[src/core/frt_params.svh]
/*
 constants for the free-running timer: register offsets, field positions, reset values.
 assumes inclusion by bare name from the package and the sim modules.
*/
`ifndef FRT_PARAMS_SVH
`define FRT_PARAMS_SVH

// byte offsets on the 8-bit register port
`define OFS_COUNT_HI 4'h0
`define OFS_COUNT_LO 4'h1
`define OFS_CMP_A_HI 4'h2
`define OFS_CMP_A_LO 4'h3
`define OFS_CMP_B_HI 4'h4
`define OFS_CMP_B_LO 4'h5
`define OFS_CAP_HI 4'h6
`define OFS_CAP_LO 4'h7
`define OFS_TIMER_CTRL 4'h8
`define OFS_CTRL_STATUS 4'h9
`define OFS_IRQ_STATUS 4'ha
`define OFS_IRQ_MASK 4'hb

// timer_ctrl_status fields
`define BIT_CAPTURE_FLAG 7
`define BIT_MATCH_FLAG_B 6
`define BIT_MATCH_FLAG_A 5
`define BIT_ROLLOVER_FLAG 4
`define BIT_OUT_LEVEL_B 3
`define BIT_OUT_LEVEL_A 2
`define BIT_CAPTURE_EDGE_SEL 1
`define BIT_CLEAR_ON_MATCH_A 0

// timer_ctrl fields: enables in 7..4, clock select in 1..0
`define BIT_EN_CAPTURE 7
`define BIT_EN_MATCH_B 6
`define BIT_EN_MATCH_A 5
`define BIT_EN_ROLLOVER 4
`define BIT_CLOCK_SEL_HI 1
`define BIT_CLOCK_SEL_LO 0

`define RST_COUNT 16'h0000
`define RST_CMP 16'hffff
`define RST_CAPTURE 16'h0000
`define RST_BYTE 8'h00
`define COUNT_ALL_ONES 16'hffff

// prescaler halves: /2, /8, /32 toggle bits
`define PRE_BIT_DIV2 0
`define PRE_BIT_DIV8 2
`define PRE_BIT_DIV32 4
`define PRE_WIDTH 5

`endif

[src/core/frt_pkg.sv]
/*
 types shared by the free-running timer modules.
 assumes frt_params.svh is on the include path.
*/
package frt_pkg;
    `include "frt_params.svh"

    typedef struct packed {
        logic [3:0] addr;
        logic [7:0] wdata;
        logic wr;
        logic rd;
    } bus_req_s;

    typedef enum logic [3:0] {
        SRC_DIV2 = 4'b0001,
        SRC_DIV8 = 4'b0010,
        SRC_DIV32 = 4'b0100,
        SRC_EXT = 4'b1000
    } clk_src_e;

    typedef struct packed {
        logic capture;
        logic match_a;
        logic match_b;
        logic rollover;
    } irq_vec_s;
endpackage

[src/core/frt_clk_gen.sv]
/*
 count pulse generator: prescaler, source select, falling-edge pulse.
 assumes ext_level is already synchronised to clock.
*/
`timescale 1ns/1ps
`default_nettype none
module frt_clk_gen
(
    input wire logic clock,
    input wire logic rst,
    input wire logic [1:0] clock_sel,
    input wire logic ext_level,
    output logic count_pulse
);
    import frt_pkg::*;

    logic [`PRE_WIDTH-1:0] pre_reg;
    logic src_level;
    logic src_prev_reg;

    always_ff @(posedge clock)
    begin
        if (rst)
            pre_reg <= '0;
        else
            pre_reg <= pre_reg + 1'b1;
    end

    // external source counts on the rising edge, so it is inverted here
    always_comb
    begin
        unique case (clock_sel)
            2'b00: src_level = pre_reg[`PRE_BIT_DIV2];
            2'b01: src_level = pre_reg[`PRE_BIT_DIV8];
            2'b10: src_level = pre_reg[`PRE_BIT_DIV32];
            2'b11: src_level = ~ext_level;
        endcase
    end

    // edge is taken on the selected level, so a select change from high to low
    // also reads as a falling edge and counts once
    always_ff @(posedge clock)
    begin
        if (rst)
        begin
            src_prev_reg <= 1'b0;
            count_pulse <= 1'b0;
        end
        else
        begin
            src_prev_reg <= src_level;
            count_pulse <= src_prev_reg & ~src_level;
        end
    end
endmodule // frt_clk_gen
`default_nettype wire

[src/core/frt_sync.sv]
/*
 two-flop synchroniser for one pin.
 assumes the pin is asynchronous to clock.
*/
`timescale 1ns/1ps
`default_nettype none
module frt_sync
(
    input wire logic clock,
    input wire logic rst,
    input wire logic pin,
    output logic level
);
    logic meta_reg;

    always_ff @(posedge clock)
    begin
        if (rst)
        begin
            meta_reg <= 1'b0;
            level <= 1'b0;
        end
        else
        begin
            meta_reg <= pin;
            level <= meta_reg;
        end
    end
endmodule // frt_sync
`default_nettype wire

[src/core/frt_timer.sv]
/*
 16-bit free-running timer with two compare outputs, one capture input and rollover.
 assumes an 8-bit register port, upper byte accessed first, and pins asynchronous to clock.
*/
`timescale 1ns/1ps
`default_nettype none
module frt_timer
(
    input wire logic clock,
    input wire logic rst,
    input wire frt_pkg::bus_req_s bus,
    output logic [7:0] rdata,
    input wire logic capture_input,
    input wire logic ext_count_clk,
    output logic wave_out_a,
    output logic wave_out_b,
    output logic capture_irq,
    output logic match_irq_a,
    output logic match_irq_b,
    output logic rollover_irq,
    output logic [1:0] irq_top,
    output logic irq
);
    import frt_pkg::*;

    logic [15:0] count_reg;
    logic [15:0] count_next;
    logic [15:0] cmp_a_reg;
    logic [15:0] cmp_b_reg;
    logic [15:0] cap_reg;
    logic [7:0] latch_reg;
    logic [7:0] ctrl_reg;
    logic [7:0] cs_reg;
    logic [3:0] irq_stat_reg;
    logic [3:0] irq_mask_reg;
    logic [3:0] flag_seen_reg;
    logic cap_level;
    logic cap_prev_reg;
    logic cap_pend_reg;
    logic ext_level;
    logic count_pulse;
    logic cap_edge;
    logic cap_strobe;
    logic hit_a;
    logic hit_b;
    logic match_a;
    logic match_b;
    logic clear_evt;
    logic wrap_evt;
    logic wr_count_lo;
    logic wr_cmp_a_lo;
    logic wr_cmp_b_lo;
    logic rd_cap_hi;
    logic [3:0] events;
    irq_vec_s req;

    function automatic logic is_wr(input bus_req_s b, input logic [3:0] ofs);
        is_wr = b.wr && (b.addr == ofs);
    endfunction

    function automatic logic is_rd(input bus_req_s b, input logic [3:0] ofs);
        is_rd = b.rd && (b.addr == ofs);
    endfunction

    function automatic logic [15:0] commit16(input logic [7:0] hi, input logic [7:0] lo);
        commit16 = {hi, lo};
    endfunction

    frt_sync u_sync_cap
    (
        .clock(clock),
        .rst(rst),
        .pin(capture_input),
        .level(cap_level)
    );

    frt_sync u_sync_ext
    (
        .clock(clock),
        .rst(rst),
        .pin(ext_count_clk),
        .level(ext_level)
    );

    frt_clk_gen u_clk_gen
    (
        .clock(clock),
        .rst(rst),
        .clock_sel(ctrl_reg[`BIT_CLOCK_SEL_HI:`BIT_CLOCK_SEL_LO]),
        .ext_level(ext_level),
        .count_pulse(count_pulse)
    );

    // bus decode, compare matches and event strobes
    always_comb
    begin
        wr_count_lo = is_wr(bus, `OFS_COUNT_LO);
        wr_cmp_a_lo = is_wr(bus, `OFS_CMP_A_LO);
        wr_cmp_b_lo = is_wr(bus, `OFS_CMP_B_LO);
        rd_cap_hi = is_rd(bus, `OFS_CAP_HI);
        hit_a = (count_reg == cmp_a_reg);
        hit_b = (count_reg == cmp_b_reg);
        match_a = hit_a && !wr_cmp_a_lo;
        match_b = hit_b && !wr_cmp_b_lo;
        clear_evt = match_a && cs_reg[`BIT_CLEAR_ON_MATCH_A];
        wrap_evt = count_pulse && !clear_evt && !wr_count_lo
            && (count_reg == `COUNT_ALL_ONES);
        if (cs_reg[`BIT_CAPTURE_EDGE_SEL])
            cap_edge = cap_level && !cap_prev_reg;
        else
            cap_edge = !cap_level && cap_prev_reg;
        cap_strobe = (cap_edge || cap_pend_reg) && !rd_cap_hi;
        events = {cap_strobe, match_b, match_a, wrap_evt};
    end

    // clear beats the low-byte write, which beats a pulse
    always_comb
    begin
        if (clear_evt)
            count_next = `RST_COUNT;
        else if (wr_count_lo)
            count_next = commit16(latch_reg, bus.wdata);
        else if (count_pulse)
            count_next = count_reg + 16'h0001;
        else
            count_next = count_reg;
    end

    // free-running count
    always_ff @(posedge clock)
    begin
        if (rst)
            count_reg <= `RST_COUNT;
        else
            count_reg <= count_next;
    end

    // capture edge detect and one-cycle postponement
    always_ff @(posedge clock)
    begin
        if (rst)
        begin
            cap_prev_reg <= 1'b0;
            cap_pend_reg <= 1'b0;
        end
        else
        begin
            cap_prev_reg <= cap_level;
            cap_pend_reg <= (cap_edge || cap_pend_reg) && rd_cap_hi;
        end
    end

    // capture register loads on the strobe
    always_ff @(posedge clock)
    begin
        if (rst)
            cap_reg <= `RST_CAPTURE;
        else if (cap_strobe)
            cap_reg <= count_reg;
    end

    // byte latch: upper writes and upper reads of count and capture
    always_ff @(posedge clock)
    begin
        if (rst)
            latch_reg <= `RST_BYTE;
        else if (bus.wr && !bus.addr[0] && bus.addr < `OFS_TIMER_CTRL)
            latch_reg <= bus.wdata;
        else if (is_rd(bus, `OFS_COUNT_HI))
            latch_reg <= count_reg[7:0];
        else if (rd_cap_hi)
            latch_reg <= cap_reg[7:0];
    end

    // compare registers commit both bytes on the low write
    always_ff @(posedge clock)
    begin
        if (rst)
        begin
            cmp_a_reg <= `RST_CMP;
            cmp_b_reg <= `RST_CMP;
        end
        else
        begin
            if (wr_cmp_a_lo)
                cmp_a_reg <= commit16(latch_reg, bus.wdata);
            if (wr_cmp_b_lo)
                cmp_b_reg <= commit16(latch_reg, bus.wdata);
        end
    end

    // enables and clock select
    always_ff @(posedge clock)
    begin
        if (rst)
            ctrl_reg <= `RST_BYTE;
        else if (is_wr(bus, `OFS_TIMER_CTRL))
            ctrl_reg <= bus.wdata;
    end

    // control bits written directly; flags set by hardware, cleared by a write of zero after a read of one
    always_ff @(posedge clock)
    begin
        if (rst)
        begin
            cs_reg <= `RST_BYTE;
            flag_seen_reg <= 4'h0;
        end
        else
        begin
            if (is_wr(bus, `OFS_CTRL_STATUS))
            begin
                cs_reg[3:0] <= bus.wdata[3:0];
                // an event in the clearing cycle keeps its flag set
                cs_reg[7:4] <= (cs_reg[7:4] & ~(flag_seen_reg & ~bus.wdata[7:4]))
                    | events;
                flag_seen_reg <= 4'h0;
            end
            else
            begin
                cs_reg[7:4] <= cs_reg[7:4] | events;
                if (is_rd(bus, `OFS_CTRL_STATUS))
                    flag_seen_reg <= cs_reg[7:4];
            end
        end
    end

    // compare pins follow level bits on each match
    always_ff @(posedge clock)
    begin
        if (rst)
        begin
            wave_out_a <= 1'b0;
            wave_out_b <= 1'b0;
        end
        else
        begin
            if (match_a)
                wave_out_a <= cs_reg[`BIT_OUT_LEVEL_A];
            if (match_b)
                wave_out_b <= cs_reg[`BIT_OUT_LEVEL_B];
        end
    end

    always_comb
    begin
        req.capture = cs_reg[`BIT_CAPTURE_FLAG] && ctrl_reg[`BIT_EN_CAPTURE];
        req.match_a = cs_reg[`BIT_MATCH_FLAG_A] && ctrl_reg[`BIT_EN_MATCH_A];
        req.match_b = cs_reg[`BIT_MATCH_FLAG_B] && ctrl_reg[`BIT_EN_MATCH_B];
        req.rollover = cs_reg[`BIT_ROLLOVER_FLAG] && ctrl_reg[`BIT_EN_ROLLOVER];
    end

    // request lines and highest pending source, registered
    always_ff @(posedge clock)
    begin
        if (rst)
        begin
            capture_irq <= 1'b0;
            match_irq_a <= 1'b0;
            match_irq_b <= 1'b0;
            rollover_irq <= 1'b0;
            irq_top <= 2'b00;
        end
        else
        begin
            capture_irq <= req.capture;
            match_irq_a <= req.match_a;
            match_irq_b <= req.match_b;
            rollover_irq <= req.rollover;
            if (req.capture)
                irq_top <= 2'b00;
            else if (req.match_a)
                irq_top <= 2'b01;
            else if (req.match_b)
                irq_top <= 2'b10;
            else
                irq_top <= 2'b11;
        end
    end

    // summary interrupt: sticky bits cleared by reading, masked onto irq
    always_ff @(posedge clock)
    begin
        if (rst)
        begin
            irq_stat_reg <= 4'h0;
            irq_mask_reg <= 4'h0;
            irq <= 1'b0;
        end
        else
        begin
            if (is_rd(bus, `OFS_IRQ_STATUS))
                irq_stat_reg <= events;
            else
                irq_stat_reg <= irq_stat_reg | events;
            if (is_wr(bus, `OFS_IRQ_MASK))
                irq_mask_reg <= bus.wdata[3:0];
            irq <= |((irq_stat_reg | events) & irq_mask_reg);
        end
    end

    // read answer stands only in the cycle after the strobe
    always_ff @(posedge clock)
    begin
        if (rst)
            rdata <= `RST_BYTE;
        else if (bus.rd)
        begin
            unique case (bus.addr)
                `OFS_COUNT_HI: rdata <= count_reg[15:8];
                `OFS_COUNT_LO: rdata <= latch_reg;
                `OFS_CMP_A_HI: rdata <= cmp_a_reg[15:8];
                `OFS_CMP_A_LO: rdata <= cmp_a_reg[7:0];
                `OFS_CMP_B_HI: rdata <= cmp_b_reg[15:8];
                `OFS_CMP_B_LO: rdata <= cmp_b_reg[7:0];
                `OFS_CAP_HI: rdata <= cap_reg[15:8];
                `OFS_CAP_LO: rdata <= latch_reg;
                `OFS_TIMER_CTRL: rdata <= ctrl_reg;
                `OFS_CTRL_STATUS: rdata <= cs_reg;
                `OFS_IRQ_STATUS: rdata <= {4'h0, irq_stat_reg};
                `OFS_IRQ_MASK: rdata <= {4'h0, irq_mask_reg};
                default: rdata <= `RST_BYTE;
            endcase
        end
        else
            rdata <= `RST_BYTE;
    end
endmodule // frt_timer
`default_nettype wire

[config.mk]
export PLATFORM = sky130hd
export DESIGN_NAME = frt_timer
export DESIGN_NICKNAME = d
export VERILOG_FILES = /design/src/core/frt_pkg.sv /design/src/core/frt_clk_gen.sv /design/src/core/frt_sync.sv /design/src/core/frt_timer.sv
export VERILOG_INCLUDE_DIRS = /design/src /design/src/core
export SDC_FILE = /design/constraint.sdc
export NUM_CORES = 1
export LEC_CHECK = 0
export ABC_AREA = 0
export BUFFER_PORTS_ARGS = -buffer_cell sky130_fd_sc_hd__buf_2
export CELL_PAD_IN_SITES_DETAIL_PLACEMENT = 0
export CELL_PAD_IN_SITES_GLOBAL_PLACEMENT = 2
export CORE_MARGIN = 3
export CORE_UTILIZATION = 38
export DETAILED_ROUTE_END_ITERATION = 8
export GPL_ROUTABILITY_DRIVEN = 0
export PLACE_DENSITY = 0.76
export SYNTH_ARGS = -nofsm -noshare
export SYNTH_HDL_FRONTEND = slang
export SYNTH_SLANG_ARGS = --single-unit
[constraint.sdc]
create_clock -name clock -period 2.2 [get_ports clock]
set_input_delay 0.11 -clock clock [delete_from_list [all_inputs] [get_ports clock]]
set_output_delay 0.11 -clock clock [all_outputs]
set_load 0.02 [all_outputs]
==> results.md, run 1 <==
- The run finished with clean final reports.
- On the final layout, the worst hold slack is 32.9 ps.
- 35 I/O pins were placed.
- The number of global-route vias before repair is 5273.
- The critical path endpoint category is a flop.
- The peak clock frequency supported by timing is 507 MHz.
- The synthesis-to-layout area growth is 16.1%.
- For this design the ratio of total power to cell area is 787 nW/µm².
- Summing the sequential cell areas from Yosys gives 41.5% of the chip area.
- The clock reaches the later pin of the worst-skew pair after roughly 430 ps.
- Summing all placed instances gives a cell area of 6670 µm².
- The required time reported for the critical path endpoint is roughly 2500 ps.
- After synthesis the netlist holds a flip-flop and latch count of 130.
- The reported max-cap violation count is 0.
- 0 antenna diodes ended up in the layout.
- Summing over every cut layer, the via total after detailed routing is between 5k and 6k.
- In the layout the commonest cells are 130 x sky130_fd_sc_hd__dfxtp_1, 92 x sky130_fd_sc_hd__nand2_1, 79 x sky130_fd_sc_hd__nor2_1.
- Global routing finished with a remaining overflow of 0.
- The number of rows created at floorplan is 46.
- The number of slew-limit violations in the final report is 0.
- Of the post-synthesis cell area, the dominant cell type holds 41.5%.
- The post-synthesis cell type with the largest combined area is sky130_fd_sc_hd__dfxtp_1.
- The number of nets in the synthesized netlist is 719.
- The ratio of routed vias to standard cells is 5.61.
- The category of the worst setup path launch point is a flop.
- The count of input and output buffers is 34.
- In the global route stage, overall resource usage came out at 23.4%.
- The first global-routing pass estimated 31700 µm of wire.
- The final design instance area without fill is 7280 µm².
- The number of nets in the layout is about 750.
- The min-delay analysis places its worst path in the category primary input to flop.
- The worst slew margin relative to its limit is 61.0%.
- The library cell used most frequently in the layout, excluding fill and tap cells, is sky130_fd_sc_hd__dfxtp_1.
- The number of setup violations in the final report is 0.
- Buffers inserted during clock tree synthesis total 17.
- The biggest fanout along the worst timing path is 16.
- The count of flip-flops with a built-in enable after synthesis is 0.
- The final worst-path cycle share is approximately nine tenths.
- The pin count of the biggest net entering global routing is 45.
- The pre-antenna-repair detailed-routing pass consisted of 5 iterations.
- The end-of-flow core utilization is 45.5%.
- The chip height is 134 µm.
- After synthesis, the mean cell area works out to 8.97 µm².
- Setup repair after global routing left no endpoint under its margin.
- The cell count after synthesis came out at 699.
- The worst-margin pin slew is 584 ps.
- The setup total negative slack is 0 ps.
- The initial utilization of the core area, before any placement, comes to 39.2%.
- The leakage power figure is 2.79 nW.
- For this run, the leading register cell type out of synthesis is sky130_fd_sc_hd__dfxtp_1.
- Summing every instance area after synthesis gives 6270 µm².
- After synthesis, the cell types taking the most area are sky130_fd_sc_hd__dfxtp_1 42%, sky130_fd_sc_hd__mux2i_1 6.1%, sky130_fd_sc_hd__nand2_1 5.5%.
- Counting flops with an async set or reset pin after synthesis yields a share of 0%.
- The share of final-layout standard cells stronger than drive strength 1 is 18.8%.
- The DRC violation count after routing is 0.
- The final worst clock skew is 10.7 ps.
- After detailed routing, the total wire length is 20400 µm.
- The warning count from the yosys run is 0.
- The floorplan core area is 16000 µm².
- Detailed placement ended at an HPWL of 14500 µm.
- For the worst setup path, the data arrival time is 2270 ps.
- The horizontal extent of the die is ~130 µm.
- TritonCTS built the clock tree.
- The detailed router's first-iteration violation count is 640.
- The clock tree buffer depth is 2.
- The area of the die is 18100 µm².
- CTS built an H-tree with a depth of 4.
- The worst setup path category is flop to flop.
- The time the worst path needs with I/O delays and setup is 1970 ps.
- The number of hold violations in the final report came to 0.
- In the final routed layout, each cell accounts on average for 21.3 µm.
- The count of nets left with antenna violations after detail routing is 0.
- The netlist uses 61 different library cells.
- The cell sitting at the root of the clock tree is a sky130_fd_sc_hd__clkbuf_16.
- Counting every sink on the clock net gives 130.
- The clock slew seen by the registers of the worst setup and hold paths is 60 ps.
- The initial antenna violation count is 0.
- The peak ir drop on the vdd network is approximately 0.00056 V.
Yosys cell counts (all sizes together), types with 3 or more instances:
| cell | n |
|---|---|
| dfxtp | 130 |
| nand2 | 92 |
| nor2 | 83 |
| mux2i | 38 |
| buf | 37 |
| nand3b | 34 |
| nand3 | 26 |
| xnor2 | 25 |
| xor2 | 25 |
| a21oi | 23 |
| clkbuf | 23 |
| a211oi | 15 |
| nor2b | 14 |
| mux2 | 12 |
| o21ai | 12 |
| a222oi | 11 |
| and3 | 10 |
| a22oi | 9 |
| a32oi | 8 |
| nand2b | 8 |
| nand4 | 6 |
| a22o | 5 |
| a31oi | 5 |
| inv | 5 |
| nor4 | 5 |
| a221oi | 4 |
| nor3 | 4 |
| a32o | 3 |
| and2 | 3 |
what timing repair did:
item / 4_1_cts / 5_1_grt
gates resized for setup: 0 / 0
hold buffers: 2 / 0
endpoints found under the hold margin: 2 / 0
setup buffers: 0 / 0
critical path: stages, from the launching register on:
cell	delay, ps
sky130_fd_sc_hd__dfxtp_1	490
sky130_fd_sc_hd__xor2_1	140
sky130_fd_sc_hd__nor4_2	270
sky130_fd_sc_hd__nand3_1	170
sky130_fd_sc_hd__nor3_4	350
sky130_fd_sc_hd__a21o_4	340
sky130_fd_sc_hd__a211oi_1	80
per-stage QoR:
stage / total power [mW] / setup WS (ps) / cells
after floorplan: 2.76 / 431 / 699
after detailed placement: 2.92 / 236 / 923
after global routing: 5.91 / 67.0 / 957
after CTS: 5.76 / 223 / 957
after global placement: 2.92 / 267 / 923
final: 5.73 / 227 / 957
logic make-up after synthesis:
| group | after synthesis | share of synthesized area, % |
|---|---|---|
| AND/OR/NAND/NOR | 293 | 23.5 |
| multiplexers | 52 | 8.94 |
| XOR/XNOR | 50 | 6.99 |
| AO/OA/AOI/OAI | 106 | 13.2 |
| buffers and inverters | 66 | 5.47 |
| adder cells (fa/ha/maj) | 2 | 0.399 |
| flip-flops | 130 | 41.5 |
power breakdown:
part           internal, mW  total [mW]  switching [mW]
clock                  1.78        2.85            1.07
sequential             2.40        2.46          0.0539
combinational         0.165       0.424           0.259
total                  4.35        5.73            1.38
final cells by class:
type                    count  area (µm²)
repair buffers             70         460
flip-flops and latches    130        2600
inverters                   6        22.5
multi-input cells         503        3330
clock buffers              23         488
well taps                 216         270
fillers                  1598        8720
clock inverters             9         104
metal layers:
layer	global-route usage, %	part of all wire [%]	vias up
li1	-	-	2502
met1	33.4	47	2613
met2	34.7	44	214
met3	4.35	6.2	38
met4	9.95	3.4	0
met5	0	0	-
path summary, 6_finish.rpt:
| path | startpoint | to | slack [ps] | depth (start not counted) |
|---|---|---|---|---|
| worst min register to register | u_sync_ext.meta_reg | u_sync_ext.level | 450 | 1 |
| worst min-delay path | bus[7] | cmp_a_reg[5] | 30 | 3 |
| worst max register to register | count_reg[2] | count_reg[2] | 230 | 6 |
| worst max-delay path | count_reg[2] | count_reg[2] | 230 | 6 |
Power figures use the tool's default switching activity.
==> run 2: changes to the inputs <==
CORE_UTILIZATION = 25   (was 38)
HOLD_SLACK_MARGIN = 0.02   (was unset)
PLACE_DENSITY = unset   (was 0.76)
PLACE_DENSITY_LB_ADDON = 0.1   (was unset)
==> run 2 against run 1 <==
Wire length is 15% higher. Critical endpoint is now count_reg[0]. Count of clock-buffer cells in the layout decreased by 3. Worst hold slack better by 23 ps. Largest power group unchanged. Fmax down 2.7%.
==> results.md, run 2 (same netlist as run 1, synthesis figures left out) <==
- In this run the tool buffered the top-level ports with 34 buffer cells.
- The total iterations of the first detailed-routing run is 5.
- The most common cell after layout, fill and taps aside is sky130_fd_sc_hd__dfxtp_1.
- The worst endpoint data arrival time is roughly 2300 ps.
- The post-cts gate resize count is 0.
- From left edge to right edge, the die measures 164 µm.
- The number of nets in the layout is 761.
- The number of antenna diodes in the final layout is 0.
- Summed over all failing endpoints, the final setup total negative slack is 0 ps.
- The TritonCTS clock tree is yes.
- For this run, design rule violations remaining after detail routing come to 0.
- The worst slew margin relative to its limit is about 47%.
- The worst setup path is of the flop to flop kind.
- Across the VDD grid, the largest voltage drop is 0.000329 V.
- The count of nets left with antenna violations after detail routing is 0.
- The final worst-path cycle share is 92.1%.
- In this run, post-CTS hold repair placed 2 buffers.
- The routed layout has around 5.2k vias.
- After floorplanning, the core was divided into 57 placement rows.
- Once detailed placement completed, the half-perimeter wirelength came to 16900 µm.
- The floorplan core area is 24500 µm².
- Relative to the synthesized area, the layout overhead comes to 21.1%.
- Leaving out fill and tap cells, the most frequent cells in the layout are 130 x sky130_fd_sc_hd__dfxtp_1, 92 x sky130_fd_sc_hd__nand2_1, 79 x sky130_fd_sc_hd__nor2_1.
- The run finished with clean final reports.
- The routed design could run at a clock period as short as 2030 ps.
- The category of the worst setup path launch point is a flop.
- From bottom edge to top edge, the die measures 164 µm.
- The clock insertion delay at the later pin of the skew report is ~420 ps.
- The final worst clock skew is 7.53 ps.
- The pin count of the biggest net entering global routing is 51.
- The number of global-route vias before repair was ~5.3k.
- The end-of-flow core utilization is 31.0%.
- The initial utilization of the core area, before any placement, comes to 25.6%.
- The ratio of routed vias to standard cells is 4.85.
- The number of setup buffers added after CTS is 0.
- CTS saw 130 sinks.
- Before CTS, the worst setup slack after placement is between 100 and 150 ps.
- The die covers roughly 27000 µm².
- The number of setup violations in the final report is 0.
- The total routing resource utilization after global routing is between 10% and 20%.
- The number of placed instances, taps included, is 1044.
- The final layout contains routed wiring with a total length of 23300 µm.
- The number of slew-limit violations in the final report is 0.
- The initial antenna violation count is 0.
- The worst min-delay path class is primary input to flop.
- The final non-filler cell total is 1078.
- The detailed router's first-iteration violation count is 457.
- The ratio of total power to cell area is between 800 and 900 nW/µm².
- The peak clock frequency supported by timing is roughly 500 MHz.
- The number of buffers inserted during clock tree synthesis is 17.
- The post-route netlist has between 20% and 30% of its cells at a drive strength greater than 1.
- 35 I/O pins were placed.
- The critical path endpoint category is a flop.
- The sum of overflow across all layers after global routing is 0.
- The worst-margin pin slew is between 700 and 800 ps.
- In this run the worst path has a maximum fanout of 16.
- Setup repair after global routing left no endpoint under its margin.
- The setup slack of the critical path after layout is between 150 and 200 ps.
- The clock tree buffer depth is 2.
- The total number of H-tree levels is 4.
- Max-cap violations in this run came to 0.
- The first-pass GRT wire length is 34700 µm.
- The cell chosen for the clock root is sky130_fd_sc_hd__clkbuf_16.
- The number of hold violations in the final report is 0.
- In this run the static leakage power is 2.89 nW.
- After detailed routing, the average wire length per cell comes to 21.7 µm.
- At the worst endpoint, the required time is 2500 ps.
- Clock-pin slew was measured on the worst setup and hold paths at roughly 60 ps.
==> run 2: changes by cell type in the layout (fill, tap and decap cells not counted), sizes merged <==
cell	change
clkbuf	-3
clkinv	-2
bufinv	+4
inv	+2
buf	+13
clkinvlp	-1
==> run 2: report_power, final <==
group          switching (mW)  internal [mW]  leakage [nW]
sequential             0.0550           2.40          1.05
combinational           0.278          0.177          1.51
clock                    1.13           2.17         0.325
total                    1.47           4.75          2.89
==> run 2: per-layer routing <==
| metal | vias to the layer above | part of all wire, % | global-route usage, % |
|---|---|---|---|
| met3 | 17 | 3.4 | 2.82 |
| li1 | 2528 | - | - |
| met1 | 2586 | 50 | 24.8 |
| met2 | 100 | 45 | 27.9 |
| met5 | - | 0 | 0 |
| met4 | 0 | 1.2 | 4.38 |
==> run 2: final cells by class <==
| class | count | area, µm² |
|---|---|---|
| inverter | 6 | 22.5 |
| multi-input combinational | 503 | 3330 |
| timing repair buffer | 83 | 558 |
| clock inverter | 12 | 228 |
| fill | 2590 | 16900 |
| clock buffer | 20 | 447 |
| sequential | 130 | 2600 |
| tap | 324 | 405 |
==> run 2: path summary, 6_finish.rpt <==
check / start / endpoint / slack [ps] / cells past startpoint
max reg2reg: count_reg[5] / count_reg[0] / 170 / 6
max: count_reg[5] / count_reg[0] / 170 / 6
min: bus[6] / cmp_b_reg[4] / 60 / 3
min reg2reg: u_sync_cap.meta_reg / u_sync_cap.level / 440 / 1
==> run 2: metrics by stage <==
stage,cell area (µm²),hold slack (ps),total power [mW]
after floorplan,6270,231,2.76
after global placement,6900,330,2.96
after detailed placement,6900,332,2.96
after CTS,7590,45.5,6.29
after global routing,7590,70.9,6.41
final,7590,55.6,6.21
==> run 2: critical path: stages (launching register included) <==
cell and delay [ps]:
sky130_fd_sc_hd__dfxtp_1 590, sky130_fd_sc_hd__xor2_1 140, sky130_fd_sc_hd__nor4_2 170, sky130_fd_sc_hd__nand3_1 170, sky130_fd_sc_hd__nor3_4 390, sky130_fd_sc_hd__a21o_4 350
sky130_fd_sc_hd__a211oi_1 80
==> run 3: changes to the inputs <==
SYNTH_HIERARCHICAL = 1   (was unset)
clock period = 2.55 ns   (was 2.2 ns; I/O delays follow)
==> run 3 against run 2 <==
Register-to-register slack better by 240 ps. Critical endpoint is now cs_reg[4]. Largest cell class unchanged. Critical path depth unchanged. Non-clock buffer count is 28 lower. Count of clock-buffer cells in the layout decreased by 2.
==> results.md, run 3 <==
- The run finished with clean final reports.
- The floorplan has 56 rows.
- The clock insertion delay at the later pin of the skew report is 420 ps.
- The floorplan step defined a die boundary enclosing about 26000 µm².
- The worst hold-check slack is 51.6 ps.
- The placed wire-length estimate is around 17000 µm.
- For this run, the share of the core covered by cells in the final layout is 30.2%.
- The post-synthesis instance total is 709.
- The TritonCTS clock tree is yes.
- The chip height is 163 µm.
- The internal power of the cells is 3.57 mW.
- The sum of overflow across all layers after global routing is 0.
- The worst-margin pin slew is 641 ps.
- The number of register bits inferred by synthesis is 130.
- The overall power consumption is 4.88 mW.
- Counting flops with a built-in enable in the synthesized netlist gives 0.
- The clock arrives with 11.8 ps of skew.
- The worst endpoint data arrival time is around 2500 ps.
- The dominant synthesized flop cell is sky130_fd_sc_hd__dfxtp_1.
- The number of nets in the layout is 745.
- Including well taps, the total number of placed cells is 1023.
- The aggregate routed wire length is 23100 µm.
- The number of ports placed on the die boundary is 35.
- The library cells used most frequently in the layout, excluding fill and tap cells, are 130 x sky130_fd_sc_hd__dfxtp_1, 89 x sky130_fd_sc_hd__nor2_1, 88 x sky130_fd_sc_hd__nand2_1.
- The placement-stage cell area is 6580 µm².
- The critical path endpoint category is a flop.
- The time the worst path needs with I/O delays and setup is 2130 ps.
- Setup repair after global routing left no endpoint under its margin.
- In the final routed layout, each cell accounts on average for 21.8 µm.
- For this run, the number of standard cells in the final layout without fillers is 1057.
- The number of slew-limit violations in the final report was 0.
- In the finished design, the share of the clock period the worst path needs comes to between 80% and 90%.
- The DRC violation count after routing is 0.
- After filler insertion, the fill cell instance count of the layout stands at 2514.
- Prior to clock tree synthesis, the placed netlist has a worst setup slack of 463 ps.
- The worst setup path category is flop to flop.
- In the post-synthesis netlist, the biggest area contributors are sky130_fd_sc_hd__dfxtp_1 42%, sky130_fd_sc_hd__mux2i_1 6.4%, sky130_fd_sc_hd__nor2_1 5.5%.
- The worst slew margin relative to its limit is 57.3%.
- The top cell type by area accounts for 42.5% of the synthesized area.
- Clock tree synthesis inserted a total of 17 buffers.
- The number of nets in the synthesized netlist is around 730.
- Timing would allow up to 469 MHz.
- The total iterations of the first detailed-routing run is 5.
- Yosys printed 6 warnings.
- The floorplan step defined a core boundary enclosing between 20000 and 25000 µm².
- The path class of the tightest hold or removal check is primary input to flop.
- Net switching is 26.7% of the power.
- Clock-pin slew was measured on the worst setup and hold paths at 70 ps.
- In this run the cell area of the synthesized design comes to 6130 µm².
- The number of diodes added for antenna fixing is 0.
- The reported max-cap violation count is 0.
- The portion of total power attributed to the clock network is 49.2%.
- The number of distinct standard cells referenced by the synthesized netlist is 54.
- Counting along the longest clock path gives a buffer depth of 2.
- The effective utilization at floorplan is around a quarter.
- The number of setup violations in the final report is 0.
- Of the cells placed in the final design, the portion with a size suffix greater than 1 is a little over an eighth.
- The area used by multi-input combinational logic is 3240 µm².
- The required time reported for the critical path endpoint is 2900 ps.
- The peak ir drop on the vdd network is 0.000412 V.
- The switching power of the nets is around 1.3 mW.
- Global routing used 17.8% of the available tracks.
- The share of total power dissipated in sequential elements is 43.7%.
- The worst path meets setup with 417 ps of slack.
- The final design instance area without fill is 7170 µm².
- The biggest fanout along the worst timing path is 8.
- The leakage power figure is 2.67 nW.
- The ratio of total power to cell area is approximately 680 nW/µm².
- The pin count of the biggest net entering global routing is 56.
- In the synthesized netlist, the cells that appear most often are 130 x sky130_fd_sc_hd__dfxtp_1, 89 x sky130_fd_sc_hd__nor2_1, 88 x sky130_fd_sc_hd__nand2_1, 39 x sky130_fd_sc_hd__mux2i_1, 34 x sky130_fd_sc_hd__xnor2_1.
- For this block, the initial DRC count from the detailed router was around 350.
- The count of nets left with antenna violations after detail routing is 0.
- Dividing the synthesized area by the synthesized cell count gives 8.64 µm².
- The number of global-route vias before repair is ~5.2k.
- The number of hold violations in the final report came to 0.
- CTS built an H-tree with a depth of 4.
- The share of flip-flops with an asynchronous set or reset after synthesis is 0%.
- The most common cell in the synthesized netlist is sky130_fd_sc_hd__dfxtp_1.
- The library cell used most frequently in the layout, excluding fill and tap cells, is sky130_fd_sc_hd__dfxtp_1.
- The synthesis-to-layout area growth is 17.0%.
- The share of the yosys chip area belonging to registers is around 42%.
- Measured along the x axis, the die boundary spans ~160 µm.
- The count of buffers added on input and output ports is 34.
- In the final layout, flip-flops and latches occupy 2600 µm².
- Clock tree synthesis found a total of 130 sinks.
- The post-synthesis cell type with the largest combined area is sky130_fd_sc_hd__dfxtp_1.
- The category of the worst setup path launch point is a flop.
- Summed over all failing endpoints, the final setup total negative slack is 0 ps.
- The initial antenna violation count was 1.
- Combinational logic is responsible for 7.2% of the overall power.
- The first global-routing pass estimated 34600 µm of wire.
- In the routed layout, each cell is associated on average with a via count of 4.92.
- The cell chosen for the clock root is sky130_fd_sc_hd__clkbuf_16.
- Detailed routing inserted a total of around 5.2k vias.
[run 3: cell count changes after synthesis, moves of 9 or more]
cell and delta:
sky130_fd_sc_hd__a211oi_1 +11, sky130_fd_sc_hd__a211oi_2 -9, sky130_fd_sc_hd__nor2_1 +10, sky130_fd_sc_hd__nor3_1 +9, sky130_fd_sc_hd__xor2_1 -9, sky130_fd_sc_hd__xnor2_1 +9
[run 3: area by class of cell]
class	count	share of cell area, %
multi-input cells	515	45.1
flip-flops and latches	130	36.3
clock buffers	18	5.99
well taps	319	5.57
repair buffers	55	4.68
clock inverters	14	2.02
inverters	6	0.314
[run 3: timing repair]
| item | CTS | global route |
|---|---|---|
| buffers inserted | 0 | 0 |
| resized for setup | 0 | 0 |
| hold buffers | 2 | 0 |
| endpoints found under the hold margin | 2 | 0 |
[run 3: final timing paths]
| path | endpoint | startpoint | slack (ps) | depth (start not counted) |
|---|---|---|---|---|
| max | cs_reg[4] | count_reg[0] | 420 | 6 |
| min | cmp_a_reg[7] | bus[9] | 50 | 3 |
| max reg2reg | cs_reg[4] | count_reg[0] | 420 | 6 |
| min reg2reg | u_sync_ext/level | u_sync_ext/meta_reg | 440 | 1 |
[run 3: metal layers]
metal  share of wire, %  wire, µm  global-route usage, %
met5                  0         0                      0
met4                1.5       335                   4.46
met3                4.3       996                   2.87
met2                 44     10200                   27.5
met1                 50     11500                   25.8
[run 3: kinds of logic (layout without fill, tap and decap cells)]
family	Yosys count	after routing	synth area share, %
simple gates	308	308	24.9
fa+ha+maj	2	2	0.408
mux	49	49	8.39
compound gates	106	106	11.9
flops	130	130	42.5
xor+xnor	50	50	7.15
buf+inv	64	93	4.78
[run 3: power by group through the flow]
| stage | registers (mW) | logic [mW] | clock network (mW) |
|---|---|---|---|
| detailed placement | 2.17 | 0.346 | 0 |
| floorplan | 2.14 | 0.229 | 0 |
| global route | 2.13 | 0.379 | 2.56 |
| CTS | 2.13 | 0.349 | 2.45 |
| finish | 2.13 | 0.349 | 2.40 |
| global placement | 2.17 | 0.347 | 0 |
[run 3: worst max-delay path, cell delays in order (launching register included)]
cell and delay, ps:
sky130_fd_sc_hd__dfxtp_1 510, sky130_fd_sc_hd__ha_1 290, sky130_fd_sc_hd__nand4_1 160, sky130_fd_sc_hd__nor3_1 410, sky130_fd_sc_hd__nand4_1 290, sky130_fd_sc_hd__a21o_1 250
sky130_fd_sc_hd__a21oi_1 140
